[config.mk]
export PLATFORM = sky130hd
export DESIGN_NAME = sfw_seq
export DESIGN_NICKNAME = d
export VERILOG_FILES = /design/src/sfw_pkg.sv /design/src/sfw_mem.sv /design/src/sfw_seq.sv
export SDC_FILE = /design/constraint.sdc
export NUM_CORES = 2
export LEC_CHECK = 0
export BUFFER_PORTS_ARGS = -buffer_cell sky130_fd_sc_hd__buf_2
export CORE_UTILIZATION = 40
export CTS_BUF_LIST = sky130_fd_sc_hd__clkbuf_8
export DETAILED_ROUTE_END_ITERATION = 12
export PLACE_DENSITY = 0.66
export SKIP_CTS_REPAIR_TIMING = 1
export SLEW_MARGIN = 5
export SYNTH_ARGS = -nofsm -noshare
export SYNTH_HDL_FRONTEND = slang
export SYNTH_HIERARCHICAL = 1
export SYNTH_SLANG_ARGS = --single-unit
[constraint.sdc]
create_clock -name pclk -period 4.4 [get_ports pclk]
set_input_delay 0.22 -clock pclk [delete_from_list [all_inputs] [get_ports pclk]]
set_output_delay 0.22 -clock pclk [all_outputs]
set_load 0.02 [all_outputs]
[src/sfw_pkg.sv]
// Purpose: Shared constants and types for the serial flash command sequencer.
// Assumes: pclk at 100 MHz; pins are asynchronous and synchronised in the sequencer.
// Notes: Register map, opcodes, phase lengths and timing counts live here.
`default_nettype none

package sfw_pkg;
    localparam logic [7:0] OP_WORD_READ = 8'he7;
    localparam logic [7:0] OP_SET_WRAP = 8'h77;
    localparam logic [7:0] OP_ID_SINGLE = 8'h90;
    localparam logic [7:0] OP_ID_DUAL = 8'h92;
    localparam logic [7:0] OP_ID_QUAD = 8'h94;
    localparam logic [7:0] OP_ID_THREE = 8'h9f;
    localparam logic [7:0] OP_UNIQUE = 8'h4b;
    localparam logic [7:0] OP_SLEEP = 8'hb9;
    localparam logic [7:0] OP_WAKE = 8'hab;
    localparam logic [7:0] OP_MODE_RESET = 8'hff;

    localparam logic [1:0] MODE_KEEP = 2'h2;
    localparam int MODE_LSB = 4;
    localparam int WRAP_FIELD_LSB = 4;
    localparam logic [2:0] WRAP_RESET = 3'h1;
    localparam int WB_DISABLE = 0;
    localparam int WB_LEN_LSB = 1;
    localparam logic [7:0] WRAP_MIN_LEN = 8'h08;
    localparam logic [7:0] FILL_BYTE = 8'h00;

    localparam logic [5:0] CLK_OPC = 6'h08;
    localparam logic [5:0] CLK_ADDR_X1 = 6'h18;
    localparam logic [5:0] CLK_ADDR_X2 = 6'h0c;
    localparam logic [5:0] CLK_ADDR_X4 = 6'h06;
    localparam logic [5:0] CLK_MODE_X4 = 6'h02;
    localparam logic [5:0] CLK_DUMMY_WORD = 6'h02;
    localparam logic [5:0] CLK_DUMMY_QID = 6'h04;
    localparam logic [5:0] CLK_DUMMY_UID = 6'h20;
    localparam logic [5:0] CLK_DUMMY_WRAP = 6'h18;
    localparam logic [5:0] CLK_WRAP_BYTE = 6'h08;

    localparam logic [2:0] LANES_X1 = 3'h1;
    localparam logic [2:0] LANES_X2 = 3'h2;
    localparam logic [2:0] LANES_X4 = 3'h4;
    localparam logic [3:0] OE_N_OFF = 4'hf;
    localparam logic [3:0] OE_N_X1 = 4'hd;
    localparam logic [3:0] OE_N_X2 = 4'hc;
    localparam logic [3:0] OE_N_X4 = 4'h0;

    localparam logic [11:0] REG_CTRL = 12'h000;
    localparam logic [11:0] REG_STATUS = 12'h004;
    localparam logic [11:0] REG_ID = 12'h008;
    localparam logic [11:0] REG_UID_LO = 12'h00c;
    localparam logic [11:0] REG_UID_HI = 12'h010;
    localparam logic [11:0] REG_MEM_PTR = 12'h014;
    localparam logic [11:0] REG_MEM_DATA = 12'h018;
    localparam int CTRL_QE_BIT = 9;
    localparam int CTRL_BUSY_BIT = 0;
    localparam int ST_SLEEP_BIT = 0;
    localparam int ST_PM_BIT = 1;
    localparam int ST_CONT_BIT = 2;
    localparam int ST_WRAP_LSB = 4;
    localparam int ID_MANUF_LSB = 0;
    localparam int ID_DEV_LSB = 8;
    localparam int ID_TYPE_LSB = 16;
    localparam int ID_CAP_LSB = 24;

    localparam int MEM_AW = 8;
    localparam int MEM_DW = 8;

    localparam int CLK_MHZ = 100;
    localparam int NS_PER_US = 1000;
    localparam int SLEEP_ENTRY_NS = 3000;
    localparam int WAKE_NS = 3000;
    localparam logic [11:0] SLEEP_ENTRY_CYC = 12'(SLEEP_ENTRY_NS * CLK_MHZ / NS_PER_US);
    localparam logic [11:0] WAKE_CYC = 12'(WAKE_NS * CLK_MHZ / NS_PER_US);

    typedef struct packed {
        logic cs_n;
        logic sclk;
        logic [3:0] io;
    } sfw_pins_t;
    localparam sfw_pins_t PINS_IDLE = '{cs_n: 1'b1, sclk: 1'b0, io: 4'h0};

    typedef enum logic [3:0] {
        ST_IDLE, ST_OPCODE, ST_ADDR, ST_MODE, ST_DUMMY, ST_WRAPB, ST_DATA, ST_ARMED, ST_IGNORE
    } sfw_state_t;
endpackage : sfw_pkg

`default_nettype wire

[src/sfw_mem.sv]
// Purpose: Byte array image read by the sequencer, loaded over the register port.
// Assumes: One write port and one read port on the same clock.
// Notes: Read data come out of a register one cycle after the address.
`default_nettype none

module sfw_mem (
    // Clock and reset
    input wire logic clk,
    input wire logic rst_n,
    // Write port
    input wire logic we,
    input wire logic [sfw_pkg::MEM_AW-1:0] waddr,
    input wire logic [sfw_pkg::MEM_DW-1:0] wdata,
    // Read port
    input wire logic [sfw_pkg::MEM_AW-1:0] raddr,
    output logic [sfw_pkg::MEM_DW-1:0] rdata
);
    logic [sfw_pkg::MEM_DW-1:0] cells [2**sfw_pkg::MEM_AW];

    always_ff @(posedge clk) begin
        if (we) begin
            cells[waddr] <= wdata;
        end
    end

    always_ff @(posedge clk or negedge rst_n) begin
        if (!rst_n) begin
            rdata <= '0;
        end else begin
            rdata <= cells[raddr];
        end
    end
endmodule : sfw_mem

`default_nettype wire

[src/sfw_seq.sv]
// Purpose: Command sequencer of a serial NOR flash: word read, wrap, IDs, sleep.
// Assumes: sclk, cs_n and data lines are asynchronous to pclk; sclk well below pclk/4.
// Notes: The byte array holds 256 bytes, mirrored into every page of the address space.
`default_nettype none

module sfw_seq #(
    // Identification values; these defaults are arbitrary.
    parameter logic [31:0] ID_RESET = 32'h11223344,
    parameter logic [63:0] UID_RESET = 64'h0123456789abcdef
) (
    // Clock and reset
    input wire logic pclk,
    input wire logic presetn,
    // APB slave
    input wire logic psel,
    input wire logic penable,
    input wire logic pwrite,
    input wire logic [11:0] paddr,
    input wire logic [31:0] pwdata,
    output logic [31:0] prdata,
    output logic pready,
    output logic pslverr,
    // Serial flash pins
    input wire logic cs_n,
    input wire logic sclk,
    input wire logic [3:0] data_in,
    output logic [3:0] data_out,
    output logic [3:0] data_oe_n
);
    sfw_pkg::sfw_pins_t pin_raw, pin_meta, pin_sync, pin_last;
    sfw_pkg::sfw_state_t state, op_next, ph_next;
    logic [7:0] op;
    logic [5:0] cnt, byte_idx;
    logic [31:0] sh;
    logic [23:0] rd_addr;
    logic [2:0] bitpos, wrap_bits;
    logic [7:0] out_sr;
    logic cont, deep_sleep, pm_busy, pm_to_sleep;
    logic [11:0] pm_cnt;
    logic quad_io_enable_bit, busy;
    logic [31:0] id_reg;
    logic [63:0] uid_reg;
    logic [7:0] mem_ptr, mem_rdata;
    logic [31:0] status_word, rd_mux;

    assign pin_raw = '{cs_n: cs_n, sclk: sclk, io: data_in};

    // Only pin_sync and pin_last are looked at; pin_meta may be metastable.
    always_ff @(posedge pclk or negedge presetn) begin
        if (!presetn) begin
            pin_meta <= sfw_pkg::PINS_IDLE;
            pin_sync <= sfw_pkg::PINS_IDLE;
            pin_last <= sfw_pkg::PINS_IDLE;
        end else begin
            pin_meta <= pin_raw;
            pin_sync <= pin_meta;
            pin_last <= pin_sync;
        end
    end

    wire cs_rise = pin_sync.cs_n & ~pin_last.cs_n;
    wire cs_fall = ~pin_sync.cs_n & pin_last.cs_n;
    wire cs_edge = cs_rise | cs_fall;
    wire sel_on = ~pin_sync.cs_n & ~cs_edge;
    wire clk_rise = sel_on & pin_sync.sclk & ~pin_last.sclk;
    wire clk_fall = sel_on & ~pin_sync.sclk & pin_last.sclk;
    wire asleep = deep_sleep | pm_busy;

    // Lane widths follow the command; the opcode itself is always one line.
    wire [2:0] lanes_out = (op == sfw_pkg::OP_WORD_READ || op == sfw_pkg::OP_ID_QUAD)
        ? sfw_pkg::LANES_X4 : (op == sfw_pkg::OP_ID_DUAL) ? sfw_pkg::LANES_X2 : sfw_pkg::LANES_X1;
    wire [2:0] lanes_in = (state == sfw_pkg::ST_OPCODE) ? sfw_pkg::LANES_X1 : lanes_out;
    wire [3:0] oe_n_now = (lanes_out == sfw_pkg::LANES_X4) ? sfw_pkg::OE_N_X4
        : (lanes_out == sfw_pkg::LANES_X2) ? sfw_pkg::OE_N_X2 : sfw_pkg::OE_N_X1;

    wire [31:0] shift_in = (lanes_in == sfw_pkg::LANES_X4) ? {sh[27:0], pin_sync.io}
        : (lanes_in == sfw_pkg::LANES_X2) ? {sh[29:0], pin_sync.io[1:0]}
        : {sh[30:0], pin_sync.io[0]};
    wire [7:0] opc = shift_in[7:0];

    wire [5:0] addr_clks = (op == sfw_pkg::OP_ID_SINGLE) ? sfw_pkg::CLK_ADDR_X1
        : (op == sfw_pkg::OP_ID_DUAL) ? sfw_pkg::CLK_ADDR_X2 : sfw_pkg::CLK_ADDR_X4;
    wire [5:0] dummy_clks = (op == sfw_pkg::OP_WORD_READ) ? sfw_pkg::CLK_DUMMY_WORD
        : (op == sfw_pkg::OP_ID_QUAD) ? sfw_pkg::CLK_DUMMY_QID
        : (op == sfw_pkg::OP_UNIQUE) ? sfw_pkg::CLK_DUMMY_UID
        : sfw_pkg::CLK_DUMMY_WRAP;
    wire [5:0] phase_clks = (state == sfw_pkg::ST_ADDR) ? addr_clks
        : (state == sfw_pkg::ST_MODE) ? sfw_pkg::CLK_MODE_X4
        : (state == sfw_pkg::ST_DUMMY) ? dummy_clks
        : (state == sfw_pkg::ST_WRAPB) ? sfw_pkg::CLK_WRAP_BYTE : sfw_pkg::CLK_OPC;
    wire phase_end = clk_rise & (cnt == phase_clks - 6'h01);
    wire opc_end = phase_end & (state == sfw_pkg::ST_OPCODE);
    wire body_end = phase_end & (state inside {sfw_pkg::ST_ADDR, sfw_pkg::ST_MODE,
        sfw_pkg::ST_DUMMY, sfw_pkg::ST_WRAPB});

    always_comb begin
        op_next = sfw_pkg::ST_IGNORE;
        if (asleep) begin
            if (opc == sfw_pkg::OP_WAKE) begin
                op_next = sfw_pkg::ST_ARMED;
            end
        end else if (opc == sfw_pkg::OP_WORD_READ) begin
            if (quad_io_enable_bit) begin
                op_next = sfw_pkg::ST_ADDR;
            end
        end else if (opc inside {sfw_pkg::OP_ID_SINGLE, sfw_pkg::OP_ID_DUAL,
                sfw_pkg::OP_ID_QUAD}) begin
            op_next = sfw_pkg::ST_ADDR;
        end else if (opc == sfw_pkg::OP_ID_THREE) begin
            if (!busy) begin
                op_next = sfw_pkg::ST_DATA;
            end
        end else if (opc == sfw_pkg::OP_UNIQUE || opc == sfw_pkg::OP_SET_WRAP) begin
            op_next = sfw_pkg::ST_DUMMY;
        end else if (opc == sfw_pkg::OP_SLEEP) begin
            op_next = sfw_pkg::ST_ARMED;
        end
    end

    always_comb begin
        ph_next = sfw_pkg::ST_IGNORE;
        if (state == sfw_pkg::ST_ADDR) begin
            if (op == sfw_pkg::OP_WORD_READ) begin
                ph_next = sfw_pkg::ST_MODE;
            end else if (op == sfw_pkg::OP_ID_QUAD) begin
                ph_next = sfw_pkg::ST_DUMMY;
            end else begin
                ph_next = sfw_pkg::ST_DATA;
            end
        end else if (state == sfw_pkg::ST_MODE) begin
            ph_next = sfw_pkg::ST_DUMMY;
        end else if (state == sfw_pkg::ST_DUMMY) begin
            ph_next = (op == sfw_pkg::OP_SET_WRAP) ? sfw_pkg::ST_WRAPB : sfw_pkg::ST_DATA;
        end
    end

    // Wrap arithmetic: the section base stays, only the offset inside it counts.
    wire [7:0] wrap_mask = (sfw_pkg::WRAP_MIN_LEN << wrap_bits[sfw_pkg::WB_LEN_LSB +: 2])
        - 8'h01;
    wire [7:0] sect_base = rd_addr[7:0] & ~wrap_mask;
    wire [23:0] addr_inc = rd_addr + 24'h000001;
    wire [23:0] next_addr = wrap_bits[sfw_pkg::WB_DISABLE] ? addr_inc
        : {rd_addr[23:8], sect_base | (addr_inc[7:0] & wrap_mask)};
    wire byte_load = clk_fall & (state == sfw_pkg::ST_DATA) & (bitpos == 3'h0);

    always_ff @(posedge pclk or negedge presetn) begin
        if (!presetn) begin
            state <= sfw_pkg::ST_IDLE;
            op <= 8'h00;
            cnt <= 6'h00;
            sh <= 32'h00000000;
            rd_addr <= 24'h000000;
            cont <= 1'b0;
            wrap_bits <= sfw_pkg::WRAP_RESET;
        end else if (cs_rise) begin
            state <= sfw_pkg::ST_IDLE;
        end else if (cs_fall) begin
            cnt <= 6'h00;
            if (cont && !asleep) begin
                state <= sfw_pkg::ST_ADDR;
                op <= sfw_pkg::OP_WORD_READ;
            end else begin
                state <= sfw_pkg::ST_OPCODE;
            end
        end else if (clk_rise) begin
            sh <= shift_in;
            cnt <= phase_end ? 6'h00 : cnt + 6'h01;
            if (state == sfw_pkg::ST_ARMED) begin
                state <= sfw_pkg::ST_IGNORE;
            end else if (opc_end) begin
                op <= opc;
                state <= op_next;
                if (!asleep && opc == sfw_pkg::OP_MODE_RESET) begin
                    cont <= 1'b0;
                end
            end else if (body_end) begin
                state <= ph_next;
                if (state == sfw_pkg::ST_ADDR) begin
                    rd_addr <= shift_in[23:0];
                end
                if (state == sfw_pkg::ST_MODE) begin
                    cont <= (shift_in[sfw_pkg::MODE_LSB +: 2] == sfw_pkg::MODE_KEEP);
                end
                if (state == sfw_pkg::ST_WRAPB) begin
                    wrap_bits <= shift_in[sfw_pkg::WRAP_FIELD_LSB +: 3];
                end
            end
        end else if (byte_load && op == sfw_pkg::OP_WORD_READ) begin
            rd_addr <= next_addr;
        end
    end

    wire [7:0] manuf = id_reg[sfw_pkg::ID_MANUF_LSB +: 8];
    wire [7:0] dev = id_reg[sfw_pkg::ID_DEV_LSB +: 8];
    wire [7:0] three_byte = (byte_idx == 6'h00) ? manuf
        : (byte_idx == 6'h01) ? id_reg[sfw_pkg::ID_TYPE_LSB +: 8]
        : (byte_idx == 6'h02) ? id_reg[sfw_pkg::ID_CAP_LSB +: 8] : sfw_pkg::FILL_BYTE;
    wire [7:0] uid_byte = uid_reg[{~byte_idx[2:0], 3'h0} +: 8];
    wire [7:0] pair_byte = (rd_addr[0] ^ byte_idx[0]) ? dev : manuf;
    wire [7:0] sel_byte = (op == sfw_pkg::OP_WORD_READ) ? mem_rdata
        : (op == sfw_pkg::OP_ID_THREE) ? three_byte
        : (op == sfw_pkg::OP_UNIQUE) ? uid_byte : pair_byte;

    function automatic logic [3:0] lane_bits(input logic [7:0] b, input logic [2:0] n);
        lane_bits = (n == sfw_pkg::LANES_X4) ? b[7:4]
            : (n == sfw_pkg::LANES_X2) ? {2'h0, b[7:6]} : {2'h0, b[7], 1'b0};
    endfunction : lane_bits

    // Data change on the falling serial clock so the host samples on the rising one.
    always_ff @(posedge pclk or negedge presetn) begin
        if (!presetn) begin
            bitpos <= 3'h0;
            byte_idx <= 6'h00;
            out_sr <= 8'h00;
            data_out <= 4'h0;
            data_oe_n <= sfw_pkg::OE_N_OFF;
        end else if (cs_edge) begin
            bitpos <= 3'h0;
            byte_idx <= 6'h00;
            data_oe_n <= sfw_pkg::OE_N_OFF;
        end else if (clk_fall && state == sfw_pkg::ST_DATA) begin
            bitpos <= bitpos + lanes_out;
            data_oe_n <= oe_n_now;
            if (bitpos == 3'h0) begin
                data_out <= lane_bits(sel_byte, lanes_out);
                out_sr <= sel_byte << lanes_out;
                byte_idx <= byte_idx + 6'h01;
            end else begin
                data_out <= lane_bits(out_sr, lanes_out);
                out_sr <= out_sr << lanes_out;
            end
        end
    end

    // A valid sleep or release only counts when select rises in the armed state.
    wire armed_ok = cs_rise & (state == sfw_pkg::ST_ARMED);

    always_ff @(posedge pclk or negedge presetn) begin
        if (!presetn) begin
            deep_sleep <= 1'b0;
            pm_busy <= 1'b0;
            pm_to_sleep <= 1'b0;
            pm_cnt <= 12'h000;
        end else if (armed_ok) begin
            pm_busy <= 1'b1;
            pm_to_sleep <= (op == sfw_pkg::OP_SLEEP);
            pm_cnt <= (op == sfw_pkg::OP_SLEEP) ? sfw_pkg::SLEEP_ENTRY_CYC - 12'h001
                : sfw_pkg::WAKE_CYC - 12'h001;
        end else if (pm_busy) begin
            if (pm_cnt == 12'h000) begin
                pm_busy <= 1'b0;
                deep_sleep <= pm_to_sleep;
            end else begin
                pm_cnt <= pm_cnt - 12'h001;
            end
        end
    end

    wire setup = psel & ~penable;
    wire wr_go = psel & penable & pwrite & pready;
    wire hit_ctrl = (paddr == sfw_pkg::REG_CTRL);
    wire hit_stat = (paddr == sfw_pkg::REG_STATUS);
    wire hit_id = (paddr == sfw_pkg::REG_ID);
    wire hit_ulo = (paddr == sfw_pkg::REG_UID_LO);
    wire hit_uhi = (paddr == sfw_pkg::REG_UID_HI);
    wire hit_mptr = (paddr == sfw_pkg::REG_MEM_PTR);
    wire hit_mdat = (paddr == sfw_pkg::REG_MEM_DATA);
    wire hit = hit_ctrl | hit_stat | hit_id | hit_ulo | hit_uhi | hit_mptr | hit_mdat;
    wire mem_we = wr_go & hit_mdat;

    always_comb begin
        status_word = 32'h00000000;
        status_word[sfw_pkg::ST_SLEEP_BIT] = deep_sleep;
        status_word[sfw_pkg::ST_PM_BIT] = pm_busy;
        status_word[sfw_pkg::ST_CONT_BIT] = cont;
        status_word[sfw_pkg::ST_WRAP_LSB +: 3] = wrap_bits;
        rd_mux = 32'h00000000;
        if (hit_ctrl) begin
            rd_mux[sfw_pkg::CTRL_QE_BIT] = quad_io_enable_bit;
            rd_mux[sfw_pkg::CTRL_BUSY_BIT] = busy;
        end else if (hit_stat) begin
            rd_mux = status_word;
        end else if (hit_id) begin
            rd_mux = id_reg;
        end else if (hit_ulo) begin
            rd_mux = uid_reg[31:0];
        end else if (hit_uhi) begin
            rd_mux = uid_reg[63:32];
        end else if (hit_mptr) begin
            rd_mux = {24'h000000, mem_ptr};
        end
    end

    // Zero-wait slave: the answer is registered in the setup cycle.
    always_ff @(posedge pclk or negedge presetn) begin
        if (!presetn) begin
            pready <= 1'b0;
            pslverr <= 1'b0;
            prdata <= 32'h00000000;
            quad_io_enable_bit <= 1'b0;
            busy <= 1'b0;
            id_reg <= ID_RESET;
            uid_reg <= UID_RESET;
            mem_ptr <= 8'h00;
        end else begin
            pready <= setup;
            pslverr <= setup & ~hit;
            if (setup) begin
                prdata <= rd_mux;
            end
            if (wr_go && hit_ctrl) begin
                quad_io_enable_bit <= pwdata[sfw_pkg::CTRL_QE_BIT];
                busy <= pwdata[sfw_pkg::CTRL_BUSY_BIT];
            end
            if (wr_go && hit_id) begin
                id_reg <= pwdata;
            end
            if (wr_go && hit_ulo) begin
                uid_reg[31:0] <= pwdata;
            end
            if (wr_go && hit_uhi) begin
                uid_reg[63:32] <= pwdata;
            end
            if (wr_go && hit_mptr) begin
                mem_ptr <= pwdata[7:0];
            end else if (mem_we) begin
                mem_ptr <= mem_ptr + 8'h01;
            end
        end
    end

    sfw_mem u_mem (
        .clk(pclk),
        .rst_n(presetn),
        .we(mem_we),
        .waddr(mem_ptr),
        .wdata(pwdata[7:0]),
        .raddr(rd_addr[7:0]),
        .rdata(mem_rdata)
    );

    localparam int SLEEP_BOUND = sfw_pkg::SLEEP_ENTRY_CYC + 2;
endmodule : sfw_seq

`default_nettype wire

==> results.yml <==
sta:
  fin_setup_tns_ns: 0
  min_period_over_period_pct: 90.4
  final-setup-viol-count: 0
  finalClockSkew_ns: 0.0982
  fin_ws_ns: 0.421
  relSlewSlack_pct: 16.8
  fmax_mhz: 251
  drv_slew: 0
  hold_viol: 0
  tightestPinTransition_ns: 1.25
  grt_setup_unrepaired: "false"
  period_minus_slack_ns: 3.98
synth:
  synth.area.mux_share_pct: 15.0
  synth_xor_area_share_pct: 0.208
  synth_top_family_by_area: "multiplexers"
  syn_area_mm2: 0.0926
  yosys_warnings: 6
  syn_inst: 4983
  yosysUniqueCellTypes: 102
  ys.flop_type: "edfxtp_1"
  synth-compound-area-share_pct: 4.76
  ys_seq_area_share_pct: 72.9
  synth_nets: 5053
  avgSynthCellArea_um2: 18.6
  yosysTopAreaCell: "edfxtp_1"
  synth-seq-cells: 2286
  synth_fa_ha_area_share_pct: 0.211
  synth-edff-count: 2048
  synth_top_area_share_pct: 66.4
  synthTopCellsByArea: "edfxtp_1, mux4_2, dfrtp_1"
  synthArstFlopShare_pct: 10.4
  synthSimpleGateAreaFrac_pct: 4.77
drt:
  post-route-drc-count: 0
  wirelength_um: 237000
  drtIter0Drc: 5607
  drtPass1Iterations: 6
  vias: 51000
  final_antenna_net_count: 0
  viasPerCell: 5.84
  wire_per_inst_um: 27.1
global_route:
  grt_util_met2_pct: 31.0
  grt_first_pass_wirelength_um: 344000
  top_usage_layer: "met2"
  grt.total_usage_pct: 19.9
  gr-total-overflow: 0
  grt_use_met1_pct: 28.0
  use_met3_pct: 3.90
  grt_start_max_net_pins: 144
  antenna_found_initial: 6
  first_global_vias: 50400
cts:
  cts_inserted_buffers: 366
  root_buffer: "clkbuf_8"
  clk_pin_slew_ns: 0.07
  ctsLongestPathBuffers: 4
  cts_sinks: 2286
  cts_tree: "yes"
  htreeDepth: 5
  clk_latency_ns: 1.06
place:
  gp_congestion: 0.875
  pre_cts_ws_ns: 0.400
  placedCellCount: 8010
  place_hpwl_um: 145000
  portBuffers: 96
floorplan:
  dieArea_mm2: 0.233
  core_area_mm2: 0.230
  rows: 176
  die_w_um: 483
  ios: 97
  fp.dieH_um: 483
  start_util_pct: 40.3
power_and_ir_drop:
  power_frac_seq_pct: 57.2
  power.switching_mw: 8.93
  swShare_pct: 21.4
  ir_worst_vdd_v: 0.000297
  powerDensity_mw_per_mm2: 399
  power.leakage_nw: 33.3
  internal-power_mw: 32.7
  pwr-share-comb_pct: 2.2
  clkPwrFrac_pct: 40.7
critical_path:
  path_buf_inv: 0
  crit_required_ns: 5.30
  critPathLaunchType: "flip-flop"
  crit_arrival_ns: 4.88
  path_class: "reg2reg"
  crit_fanout: 12
  cp_slowest_stage_delay_ns: 0.76
  crit_slowest_cell: "or4b_2"
  crit_chain: "or4b_2, nor3_1, nor2_1, ha_1, or3_1, a32o_1, o311ai_2, mux2i_1, nor3_2, nand2_1, or3_4, mux2_4"
  cpLargestDelayFamily: "simple AND/OR/NAND/NOR gates"
  end_kind: "flip-flop"
layout:
  drive_above_1_share_pct: 25.8
  fin_cells: 8730
  area_delta_synth_final_pct: 12.9
  largest_reg_flops: 2048
  final_nets: 5498
  nFillCells: 19500
run_status:
  outcome: "finished, final reports clean"
hold_path:
  holdCritPathClass: "in2reg"
job:
  maxCapViolations: 0
==> per-stage QoR <==
stage	cell area, um^2	hold WS (ns)	total power [mW]	util [%]
2_1_floorplan	92600	-0.0756	24.5	-
3_3_place_gp	97000	0.331	25.1	42.2
3_5_place_dp	97000	0.330	25.1	42.2
4_1_cts	104000	-0.806	42.0	45.1
5_1_grt	104000	-0.000284	43.0	45.4
6_report	104000	0.0300	41.6	45.4
==> layout make-up <==
type / count / area (um^2) / share of cell area (%)
diodes: 4 / 10.0 / 0.00958
clock buffers: 381 / 5240 / 5.02
clock inverters: 259 / 1410 / 1.35
inverters: 26 / 97.6 / 0.0934
multi-input cells: 2364 / 23100 / 22.1
flip-flops and latches: 2286 / 67500 / 64.7
well taps: 3026 / 3790 / 3.62
repair buffers: 384 / 3250 / 3.11
==> synth_stat cells, types with 45 or more instances <==
master    instances
mux2_2          140
mux4_2          461
clkbuf_1        158
buf_2            49
a21oi_1         133
mux2i_1         183
a22oi_1         101
dfstp_2          49
edfxtp_1       2048
nor2b_1          45
nand3_1          82
o21ai_0          64
dfrtp_1         189
nor2_1          395
nand2_1         165
==> worst reg2reg max path, cell delays in order (launching register included) <==
cell      delay (ns)
dfrtp_1         0.49
or4b_2          0.76
nor3_1          0.27
nor2_1          0.10
ha_1            0.25
or3_1           0.33
a32o_1          0.24
o311ai_2        0.07
mux2i_1         0.21
nor3_2          0.31
nand2_1         0.13
or3_4           0.38
mux2_4          0.30
==> worst paths after layout <==
check | from | endpoint | slack, ns | cells past startpoint
setup / recovery | state[1] | wrap_bits[1] | 0.42 | 12
hold / removal | pwdata[21] | id_reg[21] | 0.03 | 3
setup reg to reg | state[1] | wrap_bits[1] | 0.42 | 12
hold reg to reg | pin_meta[4] | pin_sync[4] | 0.35 | 0
max in group asynchronous | presetn | rd_addr[1] | 3.00 | 4
min in group asynchronous | presetn | op[5] | 0.32 | 3
==> kinds of logic (layout without fill, tap and decap cells) <==
| logic type | Yosys count | after routing |
|---|---|---|
| compound gates | 623 | 623 |
| fa+ha+maj | 15 | 15 |
| other cells | 0 | 4 |
| flops | 2286 | 2286 |
| xor+xnor | 22 | 22 |
| simple gates | 915 | 915 |
| buf+inv | 333 | 1050 |
| mux | 789 | 789 |
==> cells in the final DEF, fill, tap and decap left out, types with 41 or more instances in the layout <==
cell type	synthesis	layout
edfxtp_1	2048	2048
mux4_2	461	461
nor2_1	395	391
clkbuf_8	0	382
buf_4	17	187
mux2i_1	183	183
dfrtp_1	189	183
nand2_1	165	165
mux2_2	140	140
inv_1	24	139
a21oi_1	133	133
a22oi_1	101	101
buf_2	49	87
nand3_1	82	82
clkinv_1	0	78
dlygate4sd3_1	0	75
o21ai_0	64	64
dfstp_2	49	49
clkinv_2	0	43
nor2b_1	45	41
==> per-layer routing <==
metal  up-vias  wire length [um]
met1     26800             97600
met3       434             20400
li1      21200                 -
met5         -                 0
met2      2531            112000
met4         0              7140
==> power by group through the flow <==
| stage | clock network, mW | registers [mW] | logic (mW) |
|---|---|---|---|
| 2_1_floorplan | 0 | 24.2 | 0.260 |
| 3_3_place_gp | 0 | 24.2 | 0.837 |
| 3_5_place_dp | 0 | 24.2 | 0.863 |
| 4_1_cts | 17.3 | 23.8 | 0.865 |
| 5_1_grt | 18.2 | 23.8 | 0.992 |
| 6_report | 16.9 | 23.8 | 0.915 |
Note: power is estimated with default switching activity, not from simulation.
